**src/dio_defs.svh**
```systemverilog
// Purpose: Offsets, fields, reset values and timing for the eight-line I/O port
// Assumes: 32-bit APB data, one aligned word per register
// Notes: Definitions only
`ifndef DIO_DEFS_SVH
`define DIO_DEFS_SVH

// Register byte offsets
`define OFF_DIR 8'h00
`define OFF_BYTE 8'h04
`define OFF_LO 8'h08
`define OFF_HI 8'h0c
`define OFF_LINE 8'h10
`define OFF_WCMD 8'h14
`define OFF_WTMO 8'h18
`define OFF_STAT 8'h1c
`define OFF_ARB 8'h20
`define OFF_ID 8'h24

// Field positions
`define DIR_LO_BIT 0
`define DIR_HI_BIT 1
`define LINE_SEL_MSB 2
`define LINE_VAL_BIT 8
`define WK_MSB 6
`define WK_LSB 4
`define ARB_OUT_BIT 0
`define ST_READY 0
`define ST_BUSY 1
`define ST_TMO 2
`define ST_DONE 3
`define ST_ERRVAL 4

// Wait kinds
`define WK_ANY 3'h0
`define WK_FALL 3'h1
`define WK_RISE 3'h2
`define WK_HIGH 3'h3
`define WK_LOW 3'h4

// Reset values
`define DIR_RST 2'h0
`define OUT_RST 8'h00
`define TMO_RST 32'h00000000

// Timing
`define CLK_MHZ 125
`define ERR_SETTLE_MS 2000
`define READY_NS 1000
`define READY_CYC ((`READY_NS * `CLK_MHZ) / 1000)
`define ERR_SETTLE_CYC (`ERR_SETTLE_MS * `CLK_MHZ * 1000)

`endif

```
**src/dio_pkg.sv**
```systemverilog
// Purpose: Types shared by the eight-line I/O port
// Assumes: Nothing beyond the defs header
// Notes: Types only
package dio_pkg;
    typedef logic [7:0] byte_t;
    typedef logic [31:0] word_t;
    typedef logic [7:0] addr_t;
    typedef enum {W_IDLE, W_RUN} wait_state_t;
endpackage

```
**src/digital_io_port_8ch.sv**
```systemverilog
// Purpose: Eight-line bidirectional I/O port with waits and ready status, APB registers
// Assumes: pclk 125 MHz, ce freezes all state, pins synchronous inputs
// Notes: One APB wait state on every access; wait-result reads stall until the wait ends
// What this block does
// - Data writes never change line direction
// - Eight lines, zero to seven, read or write
// - Low nibble: line three MSB, zero LSB
// - High nibble: line seven MSB, four LSB
// - Byte port: line seven MSB, zero LSB
// - Output arbitration selectable, default none; inputs none
// - Signed timeout: zero immediate, negative forever
// - Either-edge wait ends on any transition
// - Falling-edge wait ends on high-to-low
// - Rising-edge wait ends on low-to-high
// - High-level wait, immediate if already high
// - Low-level wait, immediate if already low
// - Direction is set per whole port
// - Status returns one ready flag
// - Error report unreliable two seconds after reset
// - Reads while not ready are invalid
// - Output data writes while not ready are dropped
// - Loop-time disturbances stop I/O, drop ready
// - Input and output sync stages configurable
// - Ports start as inputs unless configured
// - Run-time direction replaces initial direction
//
// Implementation choices: the APB slave port and the register offsets.
`timescale 1ns/100ps
`include "dio_defs.svh"

module digital_io_port_8ch #(
    parameter int unsigned IN_SYNC = 2,
    parameter int unsigned OUT_SYNC = 1,
    parameter logic [1:0] INIT_DIR = `DIR_RST,
    parameter int unsigned ERR_SETTLE_CYC = `ERR_SETTLE_CYC,
    parameter logic [31:0] MODULE_ID = 32'h0000a5a5 // Arbitrary value
) (
    // Clock, reset, enable
    input wire logic pclk,
    input wire logic presetn,
    input wire logic ce,
    // APB slave
    input wire logic psel,
    input wire logic penable,
    input wire logic pwrite,
    input wire dio_pkg::addr_t paddr,
    input wire dio_pkg::word_t pwdata,
    output dio_pkg::word_t prdata,
    output logic pready,
    output logic pslverr,
    // Loop side
    input wire logic loop_active,
    input wire logic loop_wr_en,
    input wire dio_pkg::byte_t loop_wr_data,
    input wire logic module_absent,
    output dio_pkg::byte_t loop_in,
    output logic loop_in_valid,
    output logic ready,
    // Pins
    input wire dio_pkg::byte_t io_line_n_in,
    output dio_pkg::byte_t io_line_n_out,
    output dio_pkg::byte_t io_line_n_oe
);
    import dio_pkg::*;

    ////////////////////////////////////////////////////////////////////////
    // Declarations
    logic [1:0] dir_q;
    byte_t out_q;
    logic arb_q;
    logic pend_q;
    byte_t pend_data_q;
    word_t tmo_q;
    logic [2:0] wline_q;
    logic [2:0] wkind_q;
    logic [2:0] rline_q;
    wait_state_t wst_q;
    logic [31:0] wcnt_q;
    logic wtmo_q;
    logic wdone_q;
    logic prev_q;
    logic [15:0] rdy_cnt_q;
    logic rdy_q;
    logic fault_q;
    logic [31:0] err_cnt_q;
    logic err_ok_q;
    word_t prdata_q;
    logic pready_q;
    logic pslverr_q;
    byte_t loop_in_q;
    logic loop_in_valid_q;
    byte_t isync_q [IN_SYNC];
    byte_t osync_q [OUT_SYNC];
    byte_t oesync_q [OUT_SYNC];

    ////////////////////////////////////////////////////////////////////////
    // Decode
    wire acc = ce & psel & penable;
    wire wait_rd = (paddr == `OFF_WCMD) & ~pwrite & (wst_q == W_RUN);
    wire fin = acc & pready_q;
    wire wr = fin & pwrite;
    wire rd = fin & ~pwrite;
    wire hit_dir = paddr == `OFF_DIR;
    wire hit_byte = paddr == `OFF_BYTE;
    wire hit_lo = paddr == `OFF_LO;
    wire hit_hi = paddr == `OFF_HI;
    wire hit_line = paddr == `OFF_LINE;
    wire hit_wcmd = paddr == `OFF_WCMD;
    wire hit_wtmo = paddr == `OFF_WTMO;
    wire hit_stat = paddr == `OFF_STAT;
    wire hit_arb = paddr == `OFF_ARB;
    wire hit_id = paddr == `OFF_ID;
    wire mapped = hit_dir | hit_byte | hit_lo | hit_hi | hit_line | hit_wcmd | hit_wtmo | hit_stat | hit_arb | hit_id;
    wire [2:0] wsel = pwdata[`LINE_SEL_MSB:0];
    wire [2:0] wk_new = pwdata[`WK_MSB:`WK_LSB];

    // Synced pins, last stage only
    wire byte_t pins = isync_q[IN_SYNC-1];
    // Per-port enable expanded to lines
    wire byte_t oe_lines = {{4{dir_q[`DIR_HI_BIT]}}, {4{dir_q[`DIR_LO_BIT]}}};
    // Disturbance while loop I/O runs
    wire disturb = loop_active & ((wr & hit_dir) | (rd & hit_id) | module_absent);

    // Output data image for the APB write in flight
    byte_t apb_out;
    always_comb begin
        apb_out = out_q;
        if (hit_byte) begin
            apb_out = pwdata[7:0];
        end else if (hit_lo) begin
            apb_out = {out_q[7:4], pwdata[3:0]};
        end else if (hit_hi) begin
            apb_out = {pwdata[3:0], out_q[3:0]};
        end else if (hit_line) begin
            apb_out[wsel] = pwdata[`LINE_VAL_BIT];
        end
    end
    wire apb_out_wr = wr & (hit_byte | hit_lo | hit_hi | hit_line);

    ////////////////////////////////////////////////////////////////////////
    // Wait engine helpers
    wire cur = pins[wline_q];
    wire rise = ~prev_q & cur;
    wire fall = prev_q & ~cur;
    logic hit_cond;
    always_comb begin
        case (wkind_q)
            `WK_ANY: hit_cond = rise | fall;
            `WK_FALL: hit_cond = fall;
            `WK_RISE: hit_cond = rise;
            `WK_HIGH: hit_cond = cur;
            `WK_LOW: hit_cond = ~cur;
            default: hit_cond = 1'b1;
        endcase
    end
    wire forever_wait = tmo_q[31];
    wire expire = ~forever_wait & (wcnt_q == 32'h00000000);
    wire start = wr & hit_wcmd;

    ////////////////////////////////////////////////////////////////////////
    // Read mux
    word_t rmux;
    always_comb begin
        rmux = 32'h00000000;
        if (hit_dir) begin
            rmux = {30'h00000000, dir_q};
        end else if (hit_byte) begin
            rmux = {24'h000000, rdy_q ? pins : 8'h00};
        end else if (hit_lo) begin
            rmux = {28'h0000000, rdy_q ? pins[3:0] : 4'h0};
        end else if (hit_hi) begin
            rmux = {28'h0000000, rdy_q ? pins[7:4] : 4'h0};
        end else if (hit_line) begin
            rmux = {31'h00000000, rdy_q & pins[rline_q]};
        end else if (hit_wcmd) begin
            rmux = {28'h0000000, wdone_q, wtmo_q, 2'h0};
        end else if (hit_wtmo) begin
            rmux = tmo_q;
        end else if (hit_stat) begin
            rmux[`ST_READY] = rdy_q;
            rmux[`ST_BUSY] = wst_q == W_RUN;
            rmux[`ST_TMO] = wtmo_q;
            rmux[`ST_DONE] = wdone_q;
            rmux[`ST_ERRVAL] = err_ok_q;
        end else if (hit_arb) begin
            rmux = {31'h00000000, arb_q}; // Input policy bit is fixed at zero
        end else if (hit_id) begin
            rmux = MODULE_ID;
        end
    end

    ////////////////////////////////////////////////////////////////////////
    // APB answer: one wait state, longer while a wait result is pending
    always_ff @(posedge pclk or negedge presetn) begin
        if (!presetn) begin
            pready_q <= 1'b0;
            prdata_q <= 32'h00000000;
            pslverr_q <= 1'b0;
        end else if (ce) begin
            pready_q <= psel & penable & ~pready_q & ~wait_rd;
            prdata_q <= rmux;
            pslverr_q <= psel & penable & ~pready_q & ~wait_rd & ~mapped;
        end
    end

    ////////////////////////////////////////////////////////////////////////
    // Direction, arbitration and timeout registers
    always_ff @(posedge pclk or negedge presetn) begin
        if (!presetn) begin
            dir_q <= `DIR_RST;
            arb_q <= 1'b0;
            tmo_q <= `TMO_RST;
            rline_q <= 3'h0;
        end else if (ce) begin
            if (wr & hit_dir) begin
                dir_q <= pwdata[1:0];
            end else if (rdy_cnt_q == 16'h0001 && !rdy_q && !fault_q) begin
                dir_q <= INIT_DIR;
            end
            if (wr & hit_arb) begin
                arb_q <= pwdata[`ARB_OUT_BIT];
            end
            if (wr & hit_wtmo) begin
                tmo_q <= pwdata;
            end
            if (wr & hit_line) begin
                rline_q <= wsel;
            end
        end
    end

    ////////////////////////////////////////////////////////////////////////
    // Output data with two writers
    // Never-arbitrate lets the loop write win a collision; arbitrate queues it one cycle
    always_ff @(posedge pclk or negedge presetn) begin
        if (!presetn) begin
            out_q <= `OUT_RST;
            pend_q <= 1'b0;
            pend_data_q <= `OUT_RST;
        end else if (ce) begin
            pend_q <= 1'b0;
            if (!rdy_q) begin
                out_q <= out_q;
            end else if (arb_q && apb_out_wr && loop_wr_en) begin
                out_q <= apb_out;
                pend_q <= 1'b1;
                pend_data_q <= loop_wr_data;
            end else if (loop_wr_en) begin
                out_q <= loop_wr_data;
            end else if (apb_out_wr) begin
                out_q <= apb_out;
            end else if (pend_q) begin
                out_q <= pend_data_q;
            end
        end
    end

    ////////////////////////////////////////////////////////////////////////
    // Ready, fault and error-report settle
    always_ff @(posedge pclk or negedge presetn) begin
        if (!presetn) begin
            rdy_cnt_q <= 16'(`READY_CYC);
            rdy_q <= 1'b0;
            fault_q <= 1'b0;
            err_cnt_q <= 32'h00000000;
            err_ok_q <= 1'b0;
        end else if (ce) begin
            if (disturb) begin
                fault_q <= 1'b1;
            end else if (!loop_active) begin
                fault_q <= 1'b0;
            end
            if (rdy_cnt_q != 16'h0000) begin
                rdy_cnt_q <= rdy_cnt_q - 16'h0001;
            end
            rdy_q <= (rdy_cnt_q == 16'h0000) & ~fault_q & ~disturb;
            if (err_cnt_q != ERR_SETTLE_CYC) begin
                err_cnt_q <= err_cnt_q + 32'h00000001;
            end
            err_ok_q <= err_cnt_q == ERR_SETTLE_CYC;
        end
    end

    ////////////////////////////////////////////////////////////////////////
    // Wait engine
    always_ff @(posedge pclk or negedge presetn) begin
        if (!presetn) begin
            wst_q <= W_IDLE;
            wline_q <= 3'h0;
            wkind_q <= `WK_ANY;
            wcnt_q <= 32'h00000000;
            wtmo_q <= 1'b0;
            wdone_q <= 1'b0;
            prev_q <= 1'b0;
        end else if (ce) begin
            prev_q <= cur;
            case (wst_q)
                W_IDLE: begin
                    if (start) begin
                        wst_q <= W_RUN;
                        wline_q <= wsel;
                        wkind_q <= wk_new;
                        wcnt_q <= tmo_q;
                        prev_q <= pins[wsel];
                        wtmo_q <= 1'b0;
                        wdone_q <= 1'b0;
                    end
                end
                W_RUN: begin
                    if (hit_cond) begin
                        wst_q <= W_IDLE;
                        wdone_q <= 1'b1;
                    end else if (expire) begin
                        wst_q <= W_IDLE;
                        wdone_q <= 1'b1;
                        wtmo_q <= 1'b1;
                    end else if (!forever_wait) begin
                        wcnt_q <= wcnt_q - 32'h00000001;
                    end
                end
                default: wst_q <= W_IDLE;
            endcase
        end
    end

    ////////////////////////////////////////////////////////////////////////
    // Synchronising stages; with IN_SYNC above one, the first input stage feeds only the next one
    always_ff @(posedge pclk or negedge presetn) begin
        if (!presetn) begin
            for (int i = 0; i < IN_SYNC; i++) begin
                isync_q[i] <= 8'h00;
            end
            for (int i = 0; i < OUT_SYNC; i++) begin
                osync_q[i] <= `OUT_RST;
                oesync_q[i] <= 8'h00;
            end
            loop_in_q <= 8'h00;
            loop_in_valid_q <= 1'b0;
        end else if (ce) begin
            isync_q[0] <= io_line_n_in;
            for (int i = 1; i < IN_SYNC; i++) begin
                isync_q[i] <= isync_q[i-1];
            end
            osync_q[0] <= out_q;
            oesync_q[0] <= rdy_q ? oe_lines : 8'h00;
            for (int i = 1; i < OUT_SYNC; i++) begin
                osync_q[i] <= osync_q[i-1];
                oesync_q[i] <= oesync_q[i-1];
            end
            loop_in_q <= rdy_q ? pins : 8'h00;
            loop_in_valid_q <= rdy_q;
        end
    end

    assign prdata = prdata_q;
    assign pready = pready_q;
    assign pslverr = pslverr_q;
    assign ready = rdy_q;
    assign loop_in = loop_in_q;
    assign loop_in_valid = loop_in_valid_q;
    assign io_line_n_out = osync_q[OUT_SYNC-1];
    assign io_line_n_oe = oesync_q[OUT_SYNC-1];

    ////////////////////////////////////////////////////////////////////////
    // Checks
    chk_dir_hold: assert property (@(posedge pclk) disable iff (!presetn)
        ce && wr && hit_byte |=> dir_q == $past(dir_q))
        else $error("Data write changed direction");
    chk_zero_tmo: assert property (@(posedge pclk) disable iff (!presetn)
        ce && wst_q == W_RUN && tmo_q == 32'h00000000 && !hit_cond |=> !ce || (wtmo_q && wst_q == W_IDLE))
        else $error("Zero timeout did not expire");
    chk_rise_end: assert property (@(posedge pclk) disable iff (!presetn)
        ce && wst_q == W_RUN && wkind_q == `WK_RISE && rise |=> wdone_q && !wtmo_q && wst_q == W_IDLE)
        else $error("Rising edge missed");
    chk_fall_end: assert property (@(posedge pclk) disable iff (!presetn)
        ce && wst_q == W_RUN && wkind_q == `WK_FALL && fall |=> wdone_q && !wtmo_q)
        else $error("Falling edge missed");
    chk_level_now: assert property (@(posedge pclk) disable iff (!presetn)
        ce && wst_q == W_RUN && wkind_q == `WK_HIGH && cur |=> wst_q == W_IDLE && !wtmo_q)
        else $error("High level wait did not end");
    chk_forever_wait: assert property (@(posedge pclk) disable iff (!presetn)
        ce && wst_q == W_RUN && forever_wait && !hit_cond |=> !wtmo_q)
        else $error("Negative timeout expired");
    chk_disturb_rdy: assert property (@(posedge pclk) disable iff (!presetn)
        ce && disturb |=> !rdy_q ##1 (!ce || !rdy_q || !loop_active))
        else $error("Ready stayed high after disturbance");
    chk_notready_rd: assert property (@(posedge pclk) disable iff (!presetn)
        ce && !rdy_q |=> !loop_in_valid_q && loop_in_q == 8'h00)
        else $error("Loop data valid while not ready");
    chk_drop_write: assert property (@(posedge pclk) disable iff (!presetn)
        ce && !rdy_q |=> out_q == $past(out_q))
        else $error("Output changed while not ready");
    chk_err_settle: assert property (@(posedge pclk) disable iff (!presetn)
        err_ok_q |-> err_cnt_q == ERR_SETTLE_CYC)
        else $error("Error report valid too early");
    chk_port_oe: assert property (@(posedge pclk) disable iff (!presetn)
        oesync_q[0][3:0] == 4'h0 || oesync_q[0][3:0] == 4'hf)
        else $error("Low port enables split");
endmodule

```
**config.mk**
```make
export PLATFORM = sky130hd
export DESIGN_NAME = digital_io_port_8ch
export DESIGN_NICKNAME = d
export VERILOG_FILES = /design/src/dio_pkg.sv /design/src/digital_io_port_8ch.sv
export VERILOG_INCLUDE_DIRS = /design/src /design/src/src
export SDC_FILE = /design/constraint.sdc
export NUM_CORES = 1
export LEC_CHECK = 0
export BUFFER_PORTS_ARGS = -buffer_cell sky130_fd_sc_hd__buf_2
export CORE_AREA = 2 2 139 141
export DETAILED_ROUTE_END_ITERATION = 12
export DIE_AREA = 0 0 141 143
export GPL_TIMING_DRIVEN = 0
export MAX_ROUTING_LAYER = met4
export PLACE_DENSITY_LB_ADDON = 0.2
export RECOVER_POWER = 50
export SLEW_MARGIN = 20
export SYNTH_ARGS = -nofsm -noshare
export SYNTH_HDL_FRONTEND = slang
export SYNTH_SLANG_ARGS = --single-unit
```
**constraint.sdc**
```tcl
create_clock -name pclk -period 3.8 [get_ports pclk]
set_input_delay 0.76 -clock pclk [delete_from_list [all_inputs] [get_ports pclk]]
set_output_delay 0.76 -clock pclk [all_outputs]
set_load 0.005 [all_outputs]
```
==> results of run 1 <==
-- Yosys cell counts (20+ instances only) --
master     number  share of area
mux2_2         69          0.071
clkbuf_1       48          0.017
inv_1          40          0.014
dfrtp_1       211           0.48
o21ai_0        49          0.022
xor2_1         26          0.021
xnor2_1        22          0.018
nand2_1       119          0.041
nor3_1         33          0.015
a21oi_1        42          0.019
nand3_1        39          0.018
o2bb2ai_1      20          0.016
nor2_1         83          0.029
-- final cells by class --
cell class,count,area (sq um)
Sequential cell,217,5440
Timing Repair Buffer,122,649
Clock inverter,11,113
Buffer,66,288
Fill cell,1450,5900
Clock buffer,32,712
Tap cell,234,293
Multi-Input combinational cell,755,5040
Inverter,40,150
-- logic make-up after synthesis --
kind of cell | count (synthesis)
multiplexers | 90
XOR/XNOR | 48
AO/OA/AOI/OAI | 221
flip-flops | 217
buffers and inverters | 106
AND/OR/NAND/NOR | 388
adder cells (fa/ha/maj) | 8
-- layer usage --
| metal | wire, microns | up-vias |
|---|---|---|
| met5 | 0 | - |
| met1 | 13100 | 4532 |
| met2 | 13300 | 379 |
| met3 | 2340 | 53 |
| met4 | 617 | 0 |
| li1 | - | 4209 |
-- state kept, by name (all words and copies together), names as in the netlist, 16 cells and up --
register	cells
err_cnt_q	32
tmo_q	32
rdy_cnt_q	16
prdata	32
wcnt_q	32
-- repair_timing --
| item | in CTS | in global routing |
|---|---|---|
| endpoints found under the setup margin | 9 | 17 |
| cloned | 0 | 0 |
| gates resized for setup | 1 | 6 |
-- power by group through the flow --
stage	sequential (uW)	combinational, uW	clock (uW)
after floorplan	2580	309	0
after CTS	2580	550	2420
after global routing	2600	609	2510
after detailed placement	2620	547	0
final	2590	545	2390
after global placement	2620	525	0
-- per-stage QoR --
| step | util | hold WS (ns) | total power [uW] | setup TNS (ns) | area (sq um) |
|---|---|---|---|---|---|
| floorplan | - | 0.433 | 2890 | 0 | 10900 |
| global placement | 0.635 | 0.457 | 3140 | -369.36 | 11800 |
| detailed placement | 0.638 | 0.458 | 3170 | -0.504 | 11900 |
| CTS | 0.683 | 0.169 | 5550 | 0 | 12700 |
| global route | 0.683 | 0.468 | 5720 | -0.00111 | 12700 |
| finish | 0.683 | 0.467 | 5530 | 0 | 12700 |
-- worst paths after layout --
kind                                           start                         to  cells after the start  slack [ns]
max in group asynchronous                    presetn        pins[7]$_DFFE_PN0P_                      1        0.79
max reg2reg                      pins[5]$_DFFE_PN0P_     wcnt_q[19]$_DFFE_PN0P_                     10        0.17
min in group asynchronous                    presetn   rdy_cnt_q[8]$_DFFE_PN0P_                      1        1.28
min                        err_cnt_q[18]$_DFFE_PN0P_  err_cnt_q[18]$_DFFE_PN0P_                      1        0.47
max                              pins[5]$_DFFE_PN0P_     wcnt_q[19]$_DFFE_PN0P_                     10        0.17
min reg2reg                err_cnt_q[18]$_DFFE_PN0P_  err_cnt_q[18]$_DFFE_PN0P_                      1        0.47
==> results.py, run 1 <==
metrics = {
    "global_route": {
        "grt_first_pass_wirelength_microns": 46800,
        "number_of_global_route_vias_before_repair": 8749,
        "grt_use_met1": 0.441,
        "grt_max_degree": 101,
        "track_usage": 0.302,
        "initial_antenna_violation_count": 0,
        "top_usage_layer": "met2",
        "met2_usage": 0.453,
        "globalRoute.totalOverflow": 0,
        "use_met3": 0.0392,
    },
    "cts": {
        "htree_num_levels": 1,
        "root_buffer": "clkbuf_16",
        "latest_clock_arrival_within_the_worst_skew_pair_ns": 0.51,
        "cts_hold_repair.buffers": 0,
        "cts_tree": "yes",
        "clock-sinks": 217,
        "post_cts_setup_buffers": 0,
        "tritoncts.num_buffers": 24,
        "max-clock-path-buffers": 3,
        "clk_pin_slew_ns": 0.06,
    },
    "worst_setup_path": {
        "slowest_delay_ns": 0.57,
        "critical_path.max_fanout": 7,
        "critical_path.n_buffers_inverters": 0,
        "cpMaxStageDelayCell": "mux4_2",
        "worst_setup_ep_type": "register",
        "top_cell_family_by_delay_on_the_critical_path": "simple AND/OR/NAND/NOR gates",
        "timing.critical_path.arrival_ns": 3.99,
        "timing.critical_path.cells": "mux2i_1 -> mux4_2 -> ha_1 -> or3b_2 -> a21oi_1 -> nor3_1 -> nor4b_4 -> nand2_1 -> o41ai_1 -> o21ai_0",
        "worstSetupStartpointType": "register",
        "critPathRequiredTime_ns": 4.16,
        "crit_type": "register to register",
    },
    "sta": {
        "worst_slew_margin_rel": -0.779,
        "maxClockFrequency_ghz": 0.275,
        "slew_of_the_pin_with_the_lowest_slew_margin_ns": 2.67,
        "finalSetupViolCount": 0,
        "post-route-worst-setup-slack_ns": 0.168,
        "finalMaxSlewViolations": 53,
        "worst_clock_skew_ns": 0.00784,
        "finalCriticalPeriod_ns": 3.63,
        "final_hold_viol_count": 0,
        "period_share": 0.956,
    },
    "floorplanning": {
        "design.portCount": 125,
        "core_sq_mm": 0.0186,
        "die_area_sq_mm": 0.0202,
        "floorplan.rows": 50,
        "chipHeight_microns": 143,
        "initial_utilization": 0.587,
        "die-width_microns": 141,
    },
    "logic_synthesis": {
        "synth_seq_cells": 217,
        "syn_area_per_cell_sq_um": 10.1,
        "synth.net_count": 1151,
        "synth_fa_ha_area_frac": 0.00918,
        "synth_top_family_by_area": "simple AND/OR/NAND/NOR gates",
        "post_synth_xor_area_fraction": 0.0386,
        "muxShareOfSynthArea": 0.0940,
        "yosysWarningCount": 0,
        "synth_simple_gate_area_share": 0.181,
        "synth_async_sr_flop_share": 1.00,
        "synth-seq-area-share": 0.499,
        "netlist_instances": 1078,
        "synth-compound-area-share": 0.139,
        "synthFlopType": "dfrtp_1",
        "synth.cell_area_sq_mm": 0.0109,
        "synth_enable_flop_cells": 0,
        "yosysUniqueCellTypes": 73,
    },
    "hold_path": {
        "hold_path.class": "register to register",
    },
    "pwr": {
        "netSwitchingPower_uw": 1390,
        "highest_ir_drop_seen_on_vdd_mv": 0.368,
        "comb_power_share": 0.099,
        "power.static_leakage_uw": 0.00593,
        "pwr-share-clk": 0.433,
        "power.share.sequential": 0.469,
        "internal_power_uw": 4130,
        "power.share.switching": 0.252,
        "cellPowerDensity_mw_per_mm2": 436,
    },
    "drt": {
        "post_detailed_route_drc_marker_count": 0,
        "number_of_nets_with_antenna_violations_after_detailed_routing": 0,
        "num_vias": 9173,
        "drt-total-wl_microns": 29300,
        "avgViaCountPerCell": 6.21,
        "wire_per_inst_microns": 19.8,
        "number_of_iterations_in_the_first_detailed_routing_pass": 5,
        "first_iter_violations": 895,
    },
    "placement": {
        "gp_congestion": 0.963,
        "port_buffers": 120,
        "post-place-ws_ns": -0.0813,
        "dp.final_hpwl_microns": 20900,
        "dp_cells": 1434,
    },
    "finish": {
        "fraction_of_layout_instances_using_a_drive_strength_above_1": 0.213,
        "layout.cells.most_common_list": "dfrtp_1, nand2_1, buf_2, nor2_1, mux2_2",
        "num-nets-final": 1299,
        "antenna_cells": 0,
        "leading_cell_type_in_the_layout_fill_and_taps_excluded": "dfrtp_1",
        "fin_cells": 1477,
        "flow.area_growth_from_synthesis_pct": 16.4,
    },
    "status": {
        "run_status": "finished, violations left",
        "violations": "max-capacitance violations, max-slew violations",
    },
    "run": {
        "drv.max_cap_violation_count": 1,
    },
}
No activity file was read; power rests on OpenSTA's default activity.
==> run 2, diff against run 1 <==
Settings changed: ABC_AREA set to 1, CORE_AREA 2 2 139 141 to 2 2 144 146, DIE_AREA 0 0 141 143 to 0 0 146 148.
==> run 2 against run 1 <==
The flow now finishes without violations. Flip-flop and latch count stayed put. Via count is 25% higher. Maximum frequency is 40% higher. Design area is 8.0% higher. Area after synthesis is 9.2% higher. Clock skew is 0.0084 ns higher. Total power is 2.5% higher. Highest routed layer unchanged.
==> results.py, run 2 <==
metrics = {
    "status": {
        "run_status": "complete, no violations",
    },
    "global_route": {
        "track_usage": 0.326,
        "number_of_global_route_vias_before_repair": 10800,
        "globalRoute.totalOverflow": 0,
        "grt_first_pass_wirelength_microns": 55700,
        "grt_max_degree": 99,
        "initial_antenna_violation_count": 0,
    },
    "logic_synthesis": {
        "synth_async_sr_flop_share": 1.00,
        "synthFlopType": "dfrtp_1",
        "synth.top_cells.by_area": "dfrtp_1, nand2_1, o21ai_0",
        "synth.cells.most_frequent": "nand2_1, dfrtp_1, nor2_1, inv_1, o21ai_0",
        "synth-seq-area-share": 0.457,
        "muxShareOfSynthArea": 0.00189,
        "yosysWarningCount": 0,
        "netlist_instances": 1631,
        "yosysUniqueCellTypes": 43,
        "synth.net_count": 1704,
        "synth.cell_area_sq_mm": 0.0119,
        "synth_top_cell_by_area": "dfrtp_1",
        "netlist.area_leader.share": 0.444,
        "synth_seq_cells": 217,
        "synth_simple_gate_area_share": 0.314,
        "synth_enable_flop_cells": 0,
        "post_synth_xor_area_fraction": 0.0353,
        "synth_top_family_by_area": "simple AND/OR/NAND/NOR gates",
        "syn_area_per_cell_sq_um": 7.30,
        "synth-compound-area-share": 0.106,
        "synth_fa_ha_area_frac": 0.00841,
        "dominant_cell_by_count_in_the_synthesized_netlist": "nand2_1",
    },
    "cts": {
        "cts_tree": "yes",
        "root_buffer": "clkbuf_16",
        "latest_clock_arrival_within_the_worst_skew_pair_ns": 0.53,
        "clock-sinks": 217,
        "post_cts_setup_buffers": 0,
        "htree_num_levels": 1,
        "cts_hold_repair.buffers": 0,
        "cts.repair.resized": 0,
        "max-clock-path-buffers": 3,
        "clk_pin_slew_ns": 0.06,
        "tritoncts.num_buffers": 24,
    },
    "drt": {
        "drt-total-wl_microns": 34000,
        "number_of_nets_with_antenna_violations_after_detailed_routing": 0,
        "num_vias": 11500,
        "wire_per_inst_microns": 16.4,
        "avgViaCountPerCell": 5.56,
        "post_detailed_route_drc_marker_count": 0,
        "number_of_iterations_in_the_first_detailed_routing_pass": 6,
        "first_iter_violations": 1153,
    },
    "sta": {
        "maxClockFrequency_ghz": 0.385,
        "rsz0062_at_grt": "no",
        "finalCriticalPeriod_ns": 2.60,
        "final_hold_viol_count": 0,
        "finalMaxSlewViolations": 0,
        "period_share": 0.684,
        "post-route-worst-setup-slack_ns": 1.20,
        "worst_slew_margin_rel": 0.00992,
        "slew_of_the_pin_with_the_lowest_slew_margin_ns": 1.49,
        "totalNegativeSetupSlack_ns": 0,
        "worst_clock_skew_ns": 0.0162,
        "finalSetupViolCount": 0,
    },
    "worst_setup_path": {
        "cpMaxStageDelayCell": "nor3_4",
        "critical_path.n_buffers_inverters": 3,
        "setup.reg_to_reg.worst_slack_ns": 1.45,
        "timing.critical_path.cells": "clkbuf_1 -> nand3_2 -> nor3_4 -> nand2_1 -> nor2_2 -> inv_2 -> buf_1 -> nand3_1 -> nand2_1",
        "reg2reg_depth": 16,
        "worstSetupStartpointType": "primary input",
        "critPathRequiredTime_ns": 4.20,
        "worst_r2r_endpoint": "wcnt_q[13]$_DFFE_PN0P_",
        "top_cell_family_by_delay_on_the_critical_path": "simple AND/OR/NAND/NOR gates",
        "worst_setup_ep_type": "register",
        "critPathMostFrequentCell": "nand2_1",
        "critical_path.max_fanout": 10,
        "slowest_delay_ns": 0.43,
        "crit_type": "primary input to register",
        "timing.critical_path.arrival_ns": 3.01,
        "crit-reg2reg-launch": "pins[1]$_DFFE_PN0P_",
    },
    "pwr": {
        "power.static_leakage_uw": 0.00718,
        "cellPowerDensity_mw_per_mm2": 414,
        "highest_ir_drop_seen_on_vdd_mv": 0.299,
        "total_power_uw": 5670,
    },
    "finish": {
        "num-fill-cells": 1793,
        "final_util": 0.683,
        "fin_area_sq_mm": 0.0137,
        "register_area_sq_mm": 0.00544,
        "leading_cell_type_in_the_layout_fill_and_taps_excluded": "nand2_1",
        "layout.cells.most_common_list": "nand2_1, dfrtp_1, nor2_1, inv_1, o21ai_0",
        "flow.area_growth_from_synthesis_pct": 15.1,
        "antenna_cells": 0,
        "num-nets-final": 1855,
        "area_used_by_multi_input_combinational_logic_sq_mm": 0.00553,
        "fraction_of_layout_instances_using_a_drive_strength_above_1": 0.121,
    },
    "floorplanning": {
        "core_sq_mm": 0.0200,
        "die-width_microns": 146,
        "design.portCount": 125,
        "initial_utilization": 0.594,
        "chipHeight_microns": 148,
        "floorplan.rows": 52,
        "die_area_sq_mm": 0.0216,
    },
    "placement": {
        "gp_congestion": 0.959,
        "placement.cell_area_sq_mm": 0.0129,
        "port_buffers": 123,
        "dp.final_hpwl_microns": 25000,
        "post-place-ws_ns": 1.06,
    },
    "hold_path": {
        "hold_path.class": "primary input to asynchronous set/reset pin",
    },
    "run": {
        "drv.max_cap_violation_count": 0,
    },
}
==> run 2: cell types whose count changed after synthesis, sizes merged, moves of 67 or more <==
cell and change:
o21ai +106, nand3 +73, nand2 +402, mux2 -67
nor2 +80, inv +122
==> run 2: logic make-up after synthesis <==
group	count (synthesis)
AOI/OAI and AO/OA	241
adders and majority gates	8
and+or+nand+nor	887
muxes	2
buffers and inverters	228
DFF	217
xor gates and xnor gates	48
==> run 2: area by class of cell <==
cell class,instances,area share
buffer,58,0.0205
clock buffer,33,0.0507
clock inverter,11,0.00850
inverter,170,0.0466
multi-input combinational,1186,0.404
sequential,217,0.397
tap,270,0.0247
timing repair buffer,125,0.0480
==> run 2: power breakdown <==
group / switching (uW) / internal [uW]
Sequential: 157 / 2490
Clock: 966 / 1410
Combinational: 426 / 216
Total: 1550 / 4120
==> run 2: through the flow <==
stage	cells	hold slack, ns
after floorplan	1631	0.442
after global placement	2024	0.457
after detailed placement	2026	0.457
after CTS	2070	0.185
after global routing	2070	0.199
final	2070	0.157
==> run 2: layer usage <==
| metal | up-vias | global-route usage | part of all wire |
|---|---|---|---|
| met3 | 97 | 0.0395 | 0.069 |
| met2 | 491 | 0.513 | 0.47 |
| met1 | 5359 | 0.445 | 0.43 |
| met5 | - | - | 0 |
| li1 | 5558 | - | - |
| met4 | 0 | 0.109 | 0.036 |
==> run 2: worst max path at each step <==
stage | from | slack [ns] | cells past startpoint | end
4_1_cts | pins[2]$_DFFE_PN0P_ | 1.47 | 16 | wcnt_q[13]$_DFFE_PN0P_
5_1_grt | ce | 1.10 | 9 | wcnt_q[23]$_DFFE_PN0P_
3_3_place_gp | presetn | -1.77 | 1 | pend_data_q[0]$_DFFE_PN0P_
3_5_place_dp | paddr[7] | 1.06 | 10 | wcnt_q[27]$_DFFE_PN0P_
2_1_floorplan | ce | 1.63 | 11 | wcnt_q[10]$_DFFE_PN0P_
6_report | ce | 1.20 | 9 | wcnt_q[13]$_DFFE_PN0P_
==> run 2: worst register-to-register path, stage by stage, from the launching register on <==
cell	delay [ns]
dfrtp_1	0.42
inv_1	0.16
nand2_1	0.07
nand3_1	0.08
nand3_1	0.06
nand2_1	0.14
inv_1	0.10
ha_1	0.20
nor2_1	0.10
nor2_1	0.05
nand2_1	0.06
nand2_1	0.05
nand2_1	0.12
nand3_2	0.20
buf_2	0.25
nand3_1	0.11
nand2_1	0.07
==> run 3, diff against run 2 <==
Clock period 3.8 ns to 2.5 ns, I/O delays scaled along.
==> run 3 against run 2 <==
The run now ends with max-capacitance violations, max-slew violations left. Total power rose by 52%. Via count rose by 0.25%. Worst setup slack got worse by 1.1 ns. Flip-flop and latch count did not move. Clock-buffer cell count did not move. Critical path depth did not move. Sequential power rose by 52%. Combinational power rose by 53%. Core utilization rose by 0.16 points. Non-clock buffer count rose by 1. Register-to-register slack got worse by 1.3 ns. Die area did not move.
==> results.py, run 3 (synthesized netlist as in run 2, its figures left out) <==
metrics = {
    "finish": {
        "final_util": 0.685,
        "leading_cell_type_in_the_layout_fill_and_taps_excluded": "nand2_1",
        "layout.cells.most_common_list": "nand2_1, dfrtp_1, nor2_1, inv_1, o21ai_0",
        "num-nets-final": 1856,
        "num-fill-cells": 1790,
        "fin_area_sq_mm": 0.0137,
        "fraction_of_layout_instances_using_a_drive_strength_above_1": 0.124,
        "antenna_cells": 0,
        "flow.area_growth_from_synthesis_pct": 15.4,
    },
    "cts": {
        "clock-sinks": 217,
        "htree_num_levels": 1,
        "tritoncts.num_buffers": 24,
        "post_cts_setup_buffers": 0,
        "latest_clock_arrival_within_the_worst_skew_pair_ns": 0.53,
        "cts_tree": "yes",
        "root_buffer": "clkbuf_16",
        "max-clock-path-buffers": 3,
        "clk_pin_slew_ns": 0.06,
    },
    "sta": {
        "final_hold_viol_count": 0,
        "finalCriticalPeriod_ns": 2.36,
        "maxClockFrequency_ghz": 0.424,
        "post-route-worst-setup-slack_ns": 0.143,
        "period_share": 0.943,
        "finalMaxSlewViolations": 59,
        "finalSetupViolCount": 0,
        "slew_of_the_pin_with_the_lowest_slew_margin_ns": 1.58,
        "totalNegativeSetupSlack_ns": 0,
        "worst_clock_skew_ns": 0.0204,
        "rsz0062_at_grt": "no",
        "worst_slew_margin_rel": -0.0543,
    },
    "hold_path": {
        "hold_path.class": "primary input to register",
    },
    "placement": {
        "dp.final_hpwl_microns": 25000,
        "post-place-ws_ns": 0.0247,
        "port_buffers": 123,
        "placement.cell_area_sq_mm": 0.0129,
        "gp_congestion": 0.959,
    },
    "floorplanning": {
        "core_sq_mm": 0.0200,
        "chipHeight_microns": 148,
        "die-width_microns": 146,
        "floorplan.rows": 52,
        "design.portCount": 125,
        "initial_utilization": 0.594,
        "die_area_sq_mm": 0.0216,
    },
    "status": {
        "run_status": "finished, violations left",
        "violations": "max-capacitance violations, max-slew violations",
    },
    "drt": {
        "wire_per_inst_microns": 16.5,
        "post_detailed_route_drc_marker_count": 0,
        "number_of_iterations_in_the_first_detailed_routing_pass": 6,
        "drt-total-wl_microns": 34100,
        "number_of_nets_with_antenna_violations_after_detailed_routing": 0,
        "avgViaCountPerCell": 5.57,
        "num_vias": 11500,
        "first_iter_violations": 1134,
    },
    "worst_setup_path": {
        "worstSetupStartpointType": "primary input",
        "worst_setup_ep_type": "register",
        "timing.critical_path.arrival_ns": 2.76,
        "critical_path.max_fanout": 10,
        "crit_type": "primary input to register",
        "critPathRequiredTime_ns": 2.90,
    },
    "global_route": {
        "initial_antenna_violation_count": 0,
        "number_of_global_route_vias_before_repair": 10800,
        "grt_first_pass_wirelength_microns": 55800,
        "grt_max_degree": 99,
        "globalRoute.totalOverflow": 0,
        "track_usage": 0.326,
    },
    "pwr": {
        "power.static_leakage_uw": 0.00719,
        "cellPowerDensity_mw_per_mm2": 628,
        "highest_ir_drop_seen_on_vdd_mv": 0.458,
        "total_power_uw": 8630,
    },
    "run": {
        "drv.max_cap_violation_count": 1,
    },
}
run 3: cell count changes in the layout (fill, tap and decap cells not counted):
cell / delta
inv_1: -4
inv_2: +4
buf_12: +1
buf_2: +1
buf_8: -1
clkbuf_1: -1
dlygate4sd3_1: +1
nand2_1: -1
nand2_2: +1
nand3_2: -1
nand3_4: +1
nor2_2: -1
nor2_4: +1
run 3: timing repair:
action,in CTS,in global routing
hold buffers,1,0
gates resized for setup,0,7
hold endpoints to repair,58,0
endpoints found under the setup margin,0,32
run 3: power breakdown:
group,internal [uW],switching [uW]
combinational,332,650
clock,2150,1480
sequential,3780,240
total,6260,2370
run 3: path summary, 6_finish.rpt:
| kind | slack, ns | end | startpoint | depth (start not counted) |
|---|---|---|---|---|
| min in group asynchronous | 0.91 | err_cnt_q[22]$_DFFE_PN0P_ | presetn | 2 |
| max reg2reg | 0.15 | wcnt_q[13]$_DFFE_PN0P_ | wst_q[0]$_DFFE_PN0P_ | 9 |
| max | 0.14 | wcnt_q[13]$_DFFE_PN0P_ | ce | 9 |
| min reg2reg | 0.48 | isync_q[13]$_DFFE_PN0P_ | isync_q[13]$_DFFE_PN0P_ | 2 |
| min | 0.16 | isync_q[13]$_DFFE_PN0P_ | io_line_n_in[5] | 3 |
| max in group asynchronous | 0.37 | pend_data_q[2]$_DFFE_PN0P_ | presetn | 3 |
run 3: through the flow:
step                cells  hold WS [ns]
global route         2071         0.180
CTS                  2071         0.157
floorplan            1631         0.204
global placement     2024         0.457
finish               2071         0.164
detailed placement   2026         0.457
run 3: critical path, stage by stage:
cell and delay (ns):
clkbuf_1 0.42, nand3_2 0.21, nor3_4 0.44, nand2_1 0.18, nor2_2 0.30, inv_2 0.18
buf_1 0.28, nand3_1 0.18, nand2_1 0.07
run 3: routing by layer:
metal / up-vias / wire (microns) / global-route usage
met3: 91 / 2080 / 0.0395
met4: 0 / 1250 / 0.109
met1: 5437 / 14800 / 0.445
met2: 448 / 16000 / 0.513
met5: - / 0 / -
li1: 5558 / - / -
run 3: layout make-up:
class / count / area [sq um] / area share
plain buffers: 58 / 280 / 0.0204
clock buffers: 33 / 694 / 0.0506
clock inverters: 11 / 116 / 0.00848
inverters: 170 / 638 / 0.0465
multi-input cells: 1186 / 5550 / 0.404
flip-flops and latches: 217 / 5440 / 0.396
well taps: 270 / 338 / 0.0246
repair buffers: 126 / 673 / 0.0490
